### src/rtl/ips_pkg.sv
// Purpose: shared constants and types of the port statistics responder
// Assumes: 32-bit register words, byte addresses, one 25 MHz clock
// Notes:   counter order matches the reply packet order
package ips_pkg;
   // counter bank shape
   localparam int CNT_NUM    = 15;
   localparam int CNT_W      = 64;
   localparam int SNAP_WORDS = 30;
   localparam int EVT_NUM    = 13;
   localparam int OCT_W      = 4;
   localparam int DIV_SHIFT  = 2;

   // counter indices, in reply order
   localparam int CNT_TX_DATA      = 0;
   localparam int CNT_RX_DATA      = 1;
   localparam int CNT_TX_PKT       = 2;
   localparam int CNT_RX_PKT       = 3;
   localparam int CNT_TX_WAIT      = 4;
   localparam int CNT_TX_DISCARD   = 5;
   localparam int CNT_LANE_ERR     = 6;
   localparam int CNT_RECOVERY     = 7;
   localparam int CNT_LINK_DOWN    = 8;
   localparam int CNT_RX_ERR       = 9;
   localparam int CNT_BAD_DELIM    = 10;
   localparam int CNT_RELAY_DROP   = 11;
   localparam int CNT_INTEGRITY    = 12;
   localparam int CNT_OVERRUN      = 13;
   localparam int CNT_MGMT_DROP    = 14;

   // command and reply codes
   localparam logic [7:0]  CMD_STATS      = 8'h66;
   localparam logic [7:0]  REPLY_STATS    = 8'hE6;
   localparam logic [7:0]  REPLY_FLAG     = 8'h80;
   localparam logic [15:0] RESP_OK        = 16'h0000;
   localparam logic [15:0] RESP_FAIL      = 16'h0001;
   localparam logic [15:0] REASON_NONE    = 16'h0000;
   localparam logic [15:0] REASON_UNSUPP  = 16'h7FFF;

   // packet byte positions
   localparam int PKT_HDR_BYTES  = 16;
   localparam int CMD_CSUM_BYTE  = 16;
   localparam int CMD_PAD_END    = 45;
   localparam int RSP_CODE_BYTE  = 16;
   localparam int RSP_CNT_BYTE   = 28;
   localparam int RSP_CSUM_BYTE  = 148;

   // link type and state encodings
   localparam logic LINK_ETH    = 1'b0;
   localparam logic LINK_FABRIC = 1'b1;
   typedef enum logic [2:0] {
      PS_ETH    = 3'h0,
      PS_DOWN   = 3'h1,
      PS_INIT   = 3'h2,
      PS_ARM    = 3'h3,
      PS_ACTIVE = 3'h4
   } ips_port_state_t;
   typedef enum logic [2:0] {
      SPD_SDR   = 3'h0,
      SPD_DDR   = 3'h1,
      SPD_QDR   = 3'h2,
      SPD_FDR10 = 3'h3,
      SPD_FDR   = 3'h4,
      SPD_EDR   = 3'h5,
      SPD_HDR   = 3'h6,
      SPD_NDR   = 3'h7
   } ips_speed_t;
   localparam logic [7:0] SPEED_NONE = 8'h00;

   // register offsets (byte addresses)
   localparam int          ADDR_W          = 8;
   localparam logic [7:0]  OFF_CMD         = 8'h00;
   localparam logic [7:0]  OFF_REPLY_TYPE  = 8'h04;
   localparam logic [7:0]  OFF_REPLY_CODE  = 8'h08;
   localparam logic [7:0]  OFF_LINK        = 8'h0C;
   localparam logic [7:0]  OFF_INT_STATUS  = 8'h10;
   localparam logic [7:0]  OFF_INT_CLEAR   = 8'h14;
   localparam logic [7:0]  OFF_INT_ENABLE  = 8'h18;
   localparam logic [7:0]  OFF_REPLY_STAT  = 8'h1C;
   localparam logic [7:0]  OFF_SNAP_BASE   = 8'h40;
   localparam logic [7:0]  OFF_SNAP_LAST   = 8'hB4;

   // field positions
   localparam int CMD_CODE_LSB   = 0;
   localparam int CMD_CSUM_BIT   = 8;
   localparam int CMD_ID_BIT     = 9;
   localparam int LINK_LOG_LSB   = 0;
   localparam int LINK_ACT_LSB   = 8;
   localparam int LINK_SUP_LSB   = 16;
   localparam int LINK_TYPE_BIT  = 24;
   localparam int STAT_PEND_BIT  = 0;
   localparam int STAT_DROP_LSB  = 8;
   localparam int INT_W          = 3;
   localparam int INT_REPLY      = 0;
   localparam int INT_DROP       = 1;
   localparam int INT_UNSUP      = 2;

   // reset values
   localparam logic [31:0]      WORD_RST   = 32'h0000_0000;
   localparam logic [INT_W-1:0] INT_RST    = 3'h0;
   localparam logic [7:0]       DROP_RST   = 8'h00;

   typedef enum logic {
      BUS_ANSWER = 1'b0,
      BUS_WAIT   = 1'b1
   } ips_bus_t;
endpackage

### src/rtl/ips_cnt_if.sv
// Purpose: carrier between the responder and its counter bank
// Assumes: all signals on core_clk
// Notes:   counters 0 and 1 use the octet inputs, the rest use inc
`timescale 1ns/1ns
interface ips_cnt_if;
   logic [ips_pkg::OCT_W-1:0]   tx_octets;
   logic [ips_pkg::OCT_W-1:0]   rx_octets;
   logic [ips_pkg::EVT_NUM-1:0] inc;
   logic [ips_pkg::CNT_W-1:0]   count [ips_pkg::CNT_NUM];
   modport bank (input tx_octets, input rx_octets, input inc, output count);
   modport user (output tx_octets, output rx_octets, output inc, input count);
endinterface

### src/rtl/ips_counter_bank.sv
// Purpose: fifteen free-running 64-bit port statistics counters
// Assumes: event and octet inputs are same-clock logic
// Notes:   counters wrap; only reset clears them
`timescale 1ns/1ns
module ips_counter_bank (
   input  wire logic  core_clk,
   input  wire logic  rst_n,
   ips_cnt_if.bank    cnt
);
   for (genvar i = 0; i < ips_pkg::CNT_NUM; i++) begin : g_cnt
      logic [ips_pkg::CNT_W-1:0] count_r;
      assign cnt.count[i] = count_r;
      if (i <= ips_pkg::CNT_RX_DATA) begin : g_data
         logic [ips_pkg::DIV_SHIFT-1:0] rem_r;
         logic [ips_pkg::OCT_W:0]       sum;
         // remainder kept so octets are not lost between cycles
         assign sum = {1'b0, (i == ips_pkg::CNT_TX_DATA) ? cnt.tx_octets : cnt.rx_octets}
                      + {{(ips_pkg::OCT_W - 1){1'b0}}, rem_r};
         always_ff @(posedge core_clk) begin
            if (!rst_n) begin
               count_r <= '0;
               rem_r   <= '0;
            end else begin
               count_r <= count_r + {{(ips_pkg::CNT_W - 3){1'b0}},
                                     sum[ips_pkg::OCT_W:ips_pkg::DIV_SHIFT]};
               rem_r   <= sum[ips_pkg::DIV_SHIFT-1:0];
            end
         end
      end else begin : g_evt
         always_ff @(posedge core_clk) begin
            if (!rst_n) begin
               count_r <= '0;
            end else if (cnt.inc[i-2]) begin
               count_r <= count_r + 64'h0000_0000_0000_0001;
            end
         end
      end
   end
endmodule

### src/rtl/ips_port_stats_responder.sv
// Purpose: decode of the port statistics query, counter snapshot and link status
// Assumes: Avalon-MM slave with waitrequest, one answer cycle per access
// Notes:   the packet engine posts the command byte and check results here
`timescale 1ns/1ns
module ips_port_stats_responder #(
   parameter bit FABRIC_SUPPORTED = 1'b1
) (
   input  wire logic        core_clk,
   input  wire logic        rst_n,
   input  wire logic [7:0]  avs_address,
   input  wire logic        avs_read,
   input  wire logic        avs_write,
   input  wire logic [31:0] avs_writedata,
   input  wire logic [3:0]  avs_byteenable,
   output logic      [31:0] avs_readdata,
   output logic             avs_waitrequest,
   output logic             irq,
   input  wire logic        link_type,
   input  wire logic        link_up,
   input  wire logic [2:0]  port_state,
   input  wire logic [2:0]  active_speed_idx,
   input  wire logic [7:0]  supported_speed_bitmap,
   input  wire logic [3:0]  tx_octets,
   input  wire logic [3:0]  rx_octets,
   input  wire logic [12:0] count_events
);
   ips_cnt_if cnt ();

   ips_pkg::ips_bus_t                  bus_st_r;
   logic [31:0]                        rdata_r;
   logic                               irq_r;
   logic [7:0]                         reply_type_r;
   logic [31:0]                        reply_code_r;
   logic [31:0]                        link_r;
   logic [ips_pkg::INT_W-1:0]          int_status_r;
   logic [ips_pkg::INT_W-1:0]          int_status_nxt;
   logic [ips_pkg::INT_W-1:0]          int_en_r;
   logic [ips_pkg::INT_W-1:0]          int_evt;
   logic                               pend_r;
   logic [7:0]                         drop_cnt_r;
   logic [31:0]                        snap_r [ips_pkg::SNAP_WORDS];
   logic                               req;
   logic                               wr_fire;
   logic [31:0]                        wdata;
   logic                               cmd_fire;
   logic                               cmd_bad;
   logic                               cmd_ok_stats;
   logic                               cmd_unsupp;
   logic [7:0]                         cmd_code;
   logic [7:0]                         active_bits;
   logic [7:0]                         supported_bits;
   logic [2:0]                         log_state;

   ips_counter_bank u_bank (
      .core_clk (core_clk),
      .rst_n    (rst_n),
      .cnt      (cnt)
   );

   assign cnt.tx_octets = tx_octets;
   assign cnt.rx_octets = rx_octets;
   assign cnt.inc       = count_events;

   function automatic logic is_snap(input logic [7:0] a);
      return (a >= ips_pkg::OFF_SNAP_BASE) && (a <= ips_pkg::OFF_SNAP_LAST);
   endfunction

   // word index into the snapshot; low address bits are ignored
   function automatic logic [4:0] snap_word(input logic [7:0] a);
      logic [7:0] ofs;
      ofs = a - ips_pkg::OFF_SNAP_BASE;
      return ofs[6:2];
   endfunction

   function automatic logic is_stats_query(input logic [7:0] code);
      return (code == ips_pkg::CMD_STATS) && FABRIC_SUPPORTED;
   endfunction

   function automatic logic [31:0] be_merge(input logic [31:0] old,
                                            input logic [31:0] nw,
                                            input logic [3:0]  be);
      logic [31:0] res;
      res = old;
      for (int b = 0; b < 4; b++) begin
         if (be[b]) begin
            res[8*b +: 8] = nw[8*b +: 8];
         end
      end
      return res;
   endfunction

   // bus handshake: one wait cycle, then answer; acts only on the answer edge
   assign req     = avs_read || avs_write;
   assign wr_fire = avs_write && (bus_st_r == ips_pkg::BUS_ANSWER);
   assign wdata   = be_merge(32'h0000_0000, avs_writedata, avs_byteenable);

   always_ff @(posedge core_clk) begin
      if (!rst_n) begin
         bus_st_r <= ips_pkg::BUS_WAIT;
      end else if (bus_st_r == ips_pkg::BUS_ANSWER) begin
         bus_st_r <= ips_pkg::BUS_WAIT;
      end else if (req) begin
         bus_st_r <= ips_pkg::BUS_ANSWER;
      end
   end
   assign avs_waitrequest = bus_st_r;

   // command decode; the requester builds the packet, only checks arrive here
   assign cmd_fire     = wr_fire && (avs_address == ips_pkg::OFF_CMD) && avs_byteenable[0];
   assign cmd_code     = avs_writedata[ips_pkg::CMD_CODE_LSB +: 8];
   assign cmd_bad      = avs_writedata[ips_pkg::CMD_CSUM_BIT]
                         || avs_writedata[ips_pkg::CMD_ID_BIT];
   assign cmd_ok_stats = cmd_fire && !cmd_bad && is_stats_query(cmd_code);
   assign cmd_unsupp   = cmd_fire && !cmd_bad && !is_stats_query(cmd_code);

   always_ff @(posedge core_clk) begin
      if (!rst_n) begin
         reply_type_r <= 8'h00;
         reply_code_r <= ips_pkg::WORD_RST;
      end else if (cmd_ok_stats) begin
         reply_type_r <= ips_pkg::REPLY_STATS;
         reply_code_r <= {ips_pkg::RESP_OK, ips_pkg::REASON_NONE};
      end else if (cmd_unsupp) begin
         reply_type_r <= cmd_code | ips_pkg::REPLY_FLAG;
         reply_code_r <= {ips_pkg::RESP_FAIL, ips_pkg::REASON_UNSUPP};
      end
   end

   // one-edge copy keeps upper and lower halves coherent; counters untouched
   for (genvar i = 0; i < ips_pkg::CNT_NUM; i++) begin : g_snap
      always_ff @(posedge core_clk) begin
         if (!rst_n) begin
            snap_r[2*i]   <= ips_pkg::WORD_RST;
            snap_r[2*i+1] <= ips_pkg::WORD_RST;
         end else if (cmd_ok_stats) begin
            snap_r[2*i]   <= cnt.count[i][63:32];
            snap_r[2*i+1] <= cnt.count[i][31:0];
         end
      end
   end

   // reply pending flag: a new command beats the software clear
   always_ff @(posedge core_clk) begin
      if (!rst_n) begin
         pend_r <= 1'b0;
      end else if (cmd_fire && !cmd_bad) begin
         pend_r <= 1'b1;
      end else if (wr_fire && (avs_address == ips_pkg::OFF_REPLY_STAT)
                   && wdata[ips_pkg::STAT_PEND_BIT]) begin
         pend_r <= 1'b0;
      end
   end

   // count of silently dropped queries, wraps at 8 bits
   always_ff @(posedge core_clk) begin
      if (!rst_n) begin
         drop_cnt_r <= ips_pkg::DROP_RST;
      end else if (cmd_fire && cmd_bad) begin
         drop_cnt_r <= drop_cnt_r + 8'h01;
      end
   end

   // link status fields
   always_comb begin
      active_bits    = ips_pkg::SPEED_NONE;
      supported_bits = ips_pkg::SPEED_NONE;
      log_state      = ips_pkg::PS_ETH;
      if (link_type == ips_pkg::LINK_FABRIC) begin
         supported_bits = supported_speed_bitmap;
         log_state      = port_state;
         if (link_up) begin
            active_bits = 8'h01 << active_speed_idx;
         end
      end
   end

   always_ff @(posedge core_clk) begin
      if (!rst_n) begin
         link_r <= ips_pkg::WORD_RST;
      end else begin
         link_r <= ips_pkg::WORD_RST;
         link_r[ips_pkg::LINK_LOG_LSB +: 3] <= log_state;
         link_r[ips_pkg::LINK_ACT_LSB +: 8] <= active_bits;
         link_r[ips_pkg::LINK_SUP_LSB +: 8] <= supported_bits;
         link_r[ips_pkg::LINK_TYPE_BIT]     <= link_type;
      end
   end

   // interrupts: set beats clear in the same cycle
   always_comb begin
      int_evt                    = '0;
      int_evt[ips_pkg::INT_REPLY] = cmd_fire && !cmd_bad;
      int_evt[ips_pkg::INT_DROP]  = cmd_fire && cmd_bad;
      int_evt[ips_pkg::INT_UNSUP] = cmd_unsupp;
      int_status_nxt = int_status_r;
      if (wr_fire && (avs_address == ips_pkg::OFF_INT_CLEAR)) begin
         int_status_nxt = int_status_nxt & ~wdata[ips_pkg::INT_W-1:0];
      end
      int_status_nxt = int_status_nxt | int_evt;
   end

   always_ff @(posedge core_clk) begin
      if (!rst_n) begin
         int_status_r <= ips_pkg::INT_RST;
      end else begin
         int_status_r <= int_status_nxt;
      end
   end

   always_ff @(posedge core_clk) begin
      if (!rst_n) begin
         int_en_r <= ips_pkg::INT_RST;
      end else if (wr_fire && (avs_address == ips_pkg::OFF_INT_ENABLE)
                   && avs_byteenable[0]) begin
         int_en_r <= avs_writedata[ips_pkg::INT_W-1:0];
      end
   end

   always_ff @(posedge core_clk) begin
      if (!rst_n) begin
         irq_r <= 1'b0;
      end else begin
         irq_r <= |(int_status_r & int_en_r);
      end
   end
   assign irq = irq_r;

   // read data registered in the wait cycle, stands on the answer edge
   always_ff @(posedge core_clk) begin
      if (!rst_n) begin
         rdata_r <= ips_pkg::WORD_RST;
      end else if (req && (bus_st_r == ips_pkg::BUS_WAIT)) begin
         rdata_r <= ips_pkg::WORD_RST;
         if (avs_read) begin
            if (is_snap(avs_address)) begin
               rdata_r <= snap_r[snap_word(avs_address)];
            end else begin
               case (avs_address)
                  ips_pkg::OFF_REPLY_TYPE: rdata_r <= {24'h0, reply_type_r};
                  ips_pkg::OFF_REPLY_CODE: rdata_r <= reply_code_r;
                  ips_pkg::OFF_LINK:       rdata_r <= link_r;
                  ips_pkg::OFF_INT_STATUS: rdata_r <= {29'h0, int_status_r};
                  ips_pkg::OFF_INT_ENABLE: rdata_r <= {29'h0, int_en_r};
                  ips_pkg::OFF_REPLY_STAT: rdata_r <= {16'h0, drop_cnt_r, 7'h0, pend_r};
                  default:                 rdata_r <= ips_pkg::WORD_RST;
               endcase
            end
         end
      end
   end
   assign avs_readdata = rdata_r;
endmodule

### config.mk
export PLATFORM = sky130hd
export DESIGN_NAME = ips_port_stats_responder
export DESIGN_NICKNAME = d
export VERILOG_FILES = /design/src/rtl/ips_pkg.sv /design/src/rtl/ips_cnt_if.sv /design/src/rtl/ips_counter_bank.sv /design/src/rtl/ips_port_stats_responder.sv
export SDC_FILE = /design/constraint.sdc
export NUM_CORES = 2
export LEC_CHECK = 0
export BUFFER_PORTS_ARGS = -buffer_cell sky130_fd_sc_hd__buf_2
export CAP_MARGIN = 20
export CORE_ASPECT_RATIO = 0.6
export CORE_UTILIZATION = 63
export DETAILED_ROUTE_END_ITERATION = 6
export PLACE_DENSITY = 0.8
export SYNTH_ARGS = -nofsm -noshare
export SYNTH_HDL_FRONTEND = slang
export SYNTH_SLANG_ARGS = --single-unit
export TNS_END_PERCENT = 50
### constraint.sdc
create_clock -name core_clk -period 37.5 [get_ports core_clk]
set_input_delay 7.5 -clock core_clk [delete_from_list [all_inputs] [get_ports core_clk]]
set_output_delay 7.5 -clock core_clk [all_outputs]
set_load 0.02 [all_outputs]
==> summary.md <==
| Metric | Value |
|---|---|
| Status | `completed` |
| F_max | `75.6 MHz` |
| Layout cells sized above 1 | `0.0870` |
| Number of core rows | `108` |
| GRT Total Usage | `0.367` |
| First-pass iteration count of the detailed router | `7` |
| Mapped Nets | `8717` |
| Initial antenna violation count | `29` |
| First-pass GRT wire length | `406000 um` |
| Cells on worst reg2reg path | `9` |
| Post-route setup TNS | `0 ns` |
| Top FF cell, synth | `dfxtp_1` |
| Post-synth EDFFs | `960` |
| Skew final | `0.0233 ns` |
| Full die area | `148000 um^2` |
| Die Width | `495 um` |
| Crit-path max FO | `167` |
| Largest net degree at the start of global routing | `276` |
| # setup viols final | `0` |
| Routed len/inst | `26.1 um` |
| Async S/R FF share, synth | `0` |
| Max-slew violations | `0` |
| Clock buffer depth | `3` |
| Unique masters post-synth | `74` |
| Total gr overflow | `0` |
| Hold Crit Class | `flip-flop to flip-flop` |
| Pwr/cell area | `44.9 nW/um^2` |
| CORE AREA | `145000 um^2` |
| Starting Density | `0.636` |
| Yosys Warn Count | `0` |
| Buffers on Ports | `93` |
| Drt via density | `6.83` |
| Post-layout min period | `13.22 ns` |
| Tcrit/Tclk final | `0.353` |
| Post-synthesis sequential area ratio | `0.540` |
| Die Y | `298 um` |
| Hold Buf Count CTS | `0` |
| # clock sinks | `2002` |
| Post-cts resize count | `0` |
| Final WS setup | `24.28 ns` |
| Antenna viol nets, final | `0` |
| Final hold violations | `0` |
| DP Wirelength | `192000 um` |
| CTS tree | `yes` |
| Required @ worst endpoint | `37.95 ns` |
| Clk slew on worst S/H paths | `0.07 ns` |
| Unrepaired setup endpoints after global routing | `no` |
| Clock root buffer | `clkbuf_16` |
| Syn-to-layout area delta | `8.28%` |
| I/O pins | `119` |
| Syn_area_per_cell | `10.7 um^2` |
| DR DRC count | `0` |
| Placed Cells | `10.2k` |
| Slew @ Worst Pin | `1.20 ns` |
| Relative slew slack | `0.194` |
| Yosys reg bits | `2002` |
| MaxCap Viol Count | `0` |
| Number of DRC markers in iteration 0 | `11.4k` |
| Post-route non-filler standard cell count | `10.5k` |
| Total power draw | `4.48 mW` |
| Vias in the first global route | `63.9k` |
| CP Capture Type | `flip-flop` |
| Cell area after synthesis | `92000 um^2` |
| Worst VDD drop | `0.0000358 V` |
| Vias | `72.0k` |
| Critical path launch point type | `input port` |
| Drt total wl | `275000 um` |
| Setup WS pre-CTS | `23.46 ns` |
| Num CTS Buffers | `176` |
| Nets@finish | `8571` |
| Setup CP Type | `input port to flip-flop` |
| Hold WS | `0.456 ns` |
| Leakage | `32.3 nW` |
| Hold Path Cell Cnt | `2` |
| H-tree depth | `4` |
| R2R Setup Slk | `31.08 ns` |
| Post-CTS Setup Bufs | `0` |
| Fillers | `10.3k` |
| GPL Wtd Cong | `1.01` |
| Mapped Cells | `8604` |
| Clk_lat worst skew | `0.83 ns` |
| Worst Path Arrival | `13.67 ns` |
[power breakdown]
group | total, mW | internal, mW | switching [mW]
logic | 0.241 | 0.0731 | 0.168
registers | 2.37 | 2.34 | 0.0316
clock network | 1.86 | 1.02 | 0.842
total | 4.48 | 3.43 | 1.04
[final timing paths]
kind | from | to
worst max-delay path | avs_address[6] | snap_r[14][3]$_SDFFCE_PN0P_
worst min register to register | reply_type_r[1]$_SDFFE_PN0P_ | reply_type_r[1]$_SDFFE_PN0P_
worst min-delay path | reply_type_r[1]$_SDFFE_PN0P_ | reply_type_r[1]$_SDFFE_PN0P_
worst max register to register | avs_waitrequest$_SDFF_PN1_ | snap_r[14][3]$_SDFFCE_PN0P_
[worst max-delay path, stage by stage]
cell and delay, ns:
buf_2 0.10, buf_4 0.29, nor4_1 0.37, buf_4 0.23, nand4_1 0.30, nor3_1 0.55, buf_4 0.29, nand2_4 0.36
nand2_4 0.87, buf_12 0.67, buf_4 0.89, buf_4 0.89
[kinds of logic (layout without fill, tap and decap cells)]
kind of cell,after synthesis,count (layout),synth area share
xor gates and xnor gates,414,414,0.0394
muxes,360,360,0.0688
adders and majority gates,28,28,0.00413
other,0,13,0
DFF,2002,2002,0.540
buffers and inverters,637,642,0.0269
and+or+nand+nor,3936,3936,0.238
AOI/OAI and AO/OA,1227,1227,0.0825
[through the flow]
step | area, um^2 | utilization
finish | 99700 | 0.689
global route | 99600 | 0.689
CTS | 99500 | 0.687
detailed placement | 93700 | 0.647
global placement | 93700 | 0.647
floorplan | 92000 | -
[metal layers]
metal	up-vias	wire, um	GRT usage
met5	-	55	0
met4	8	9400	0.125
met3	471	45900	0.134
met2	4626	105000	0.454
met1	35200	115000	0.576
li1	31700	-	-
[state kept, by name, summed over array words and instances, names as in the netlist, 4 cells and up]
signal and cells:
snap_r 960, drop_cnt_r 8, u_bank.g_cnt.count_r 960, avs_readdata 32
link_r 20, u_bank.g_cnt.g_data.rem_r 4, reply_type_r 8
[cells in the mapped netlist, types with 27 or more instances]
library cell,instances,area share
nand4_1,330,0.022
or3_1,188,0.013
buf_1,31,0.0013
mux2i_1,126,0.014
nand2_1,499,0.020
and4_1,110,0.010
and2_1,906,0.062
nand3_1,394,0.021
mux4_2,216,0.053
buf_2,32,0.0017
xor2_1,213,0.020
a21oi_1,474,0.026
nor4_1,128,0.0087
o22ai_1,31,0.0021
nor3_1,234,0.013
or4_1,282,0.023
xnor2_1,201,0.019
dfxtp_1,1042,0.23
a22oi_1,27,0.0022
and3_1,111,0.0075
o31ai_1,249,0.020
clkbuf_1,433,0.018
nand2b_1,86,0.0058
o21ai_0,231,0.013
nor2_1,570,0.023
edfxtp_1,960,0.31
or2_2,28,0.0019
inv_1,132,0.0054
[layout make-up]
cell class,count,area [um^2],area share
diodes,13,32.5,0.000326
clock buffers,245,5170,0.0519
clock inverters,84,632,0.00634
inverters,132,503,0.00505
multi-input cells,5965,39900,0.400
flip-flops and latches,2002,49700,0.499
well taps,1925,2410,0.0242
repair buffers,181,1310,0.0132
[cell usage in the layout (no fill, tap or decap), types with 24 or more instances in the layout]
cell type  instances
dfxtp_1         1042
edfxtp_1         960
and2_1           906
nor2_1           570
nand2_1          497
a21oi_1          474
nand3_1          394
nand4_1          330
or4_1            282
o31ai_1          249
nor3_1           234
o21ai_0          231
mux4_2           216
xor2_1           213
xnor2_1          201
clkbuf_16        190
or3_1            188
inv_1            131
nor4_1           126
mux2i_1          126
and3_1           110
and4_1           110
buf_2             91
nand2b_1          86
buf_4             72
clkinv_2          48
clkbuf_1          34
o22ai_1           31
or2_2             28
a22oi_1           27
a22o_1            26
o211ai_1          24
ha_1              24
(Power assumes the default switching activity.)
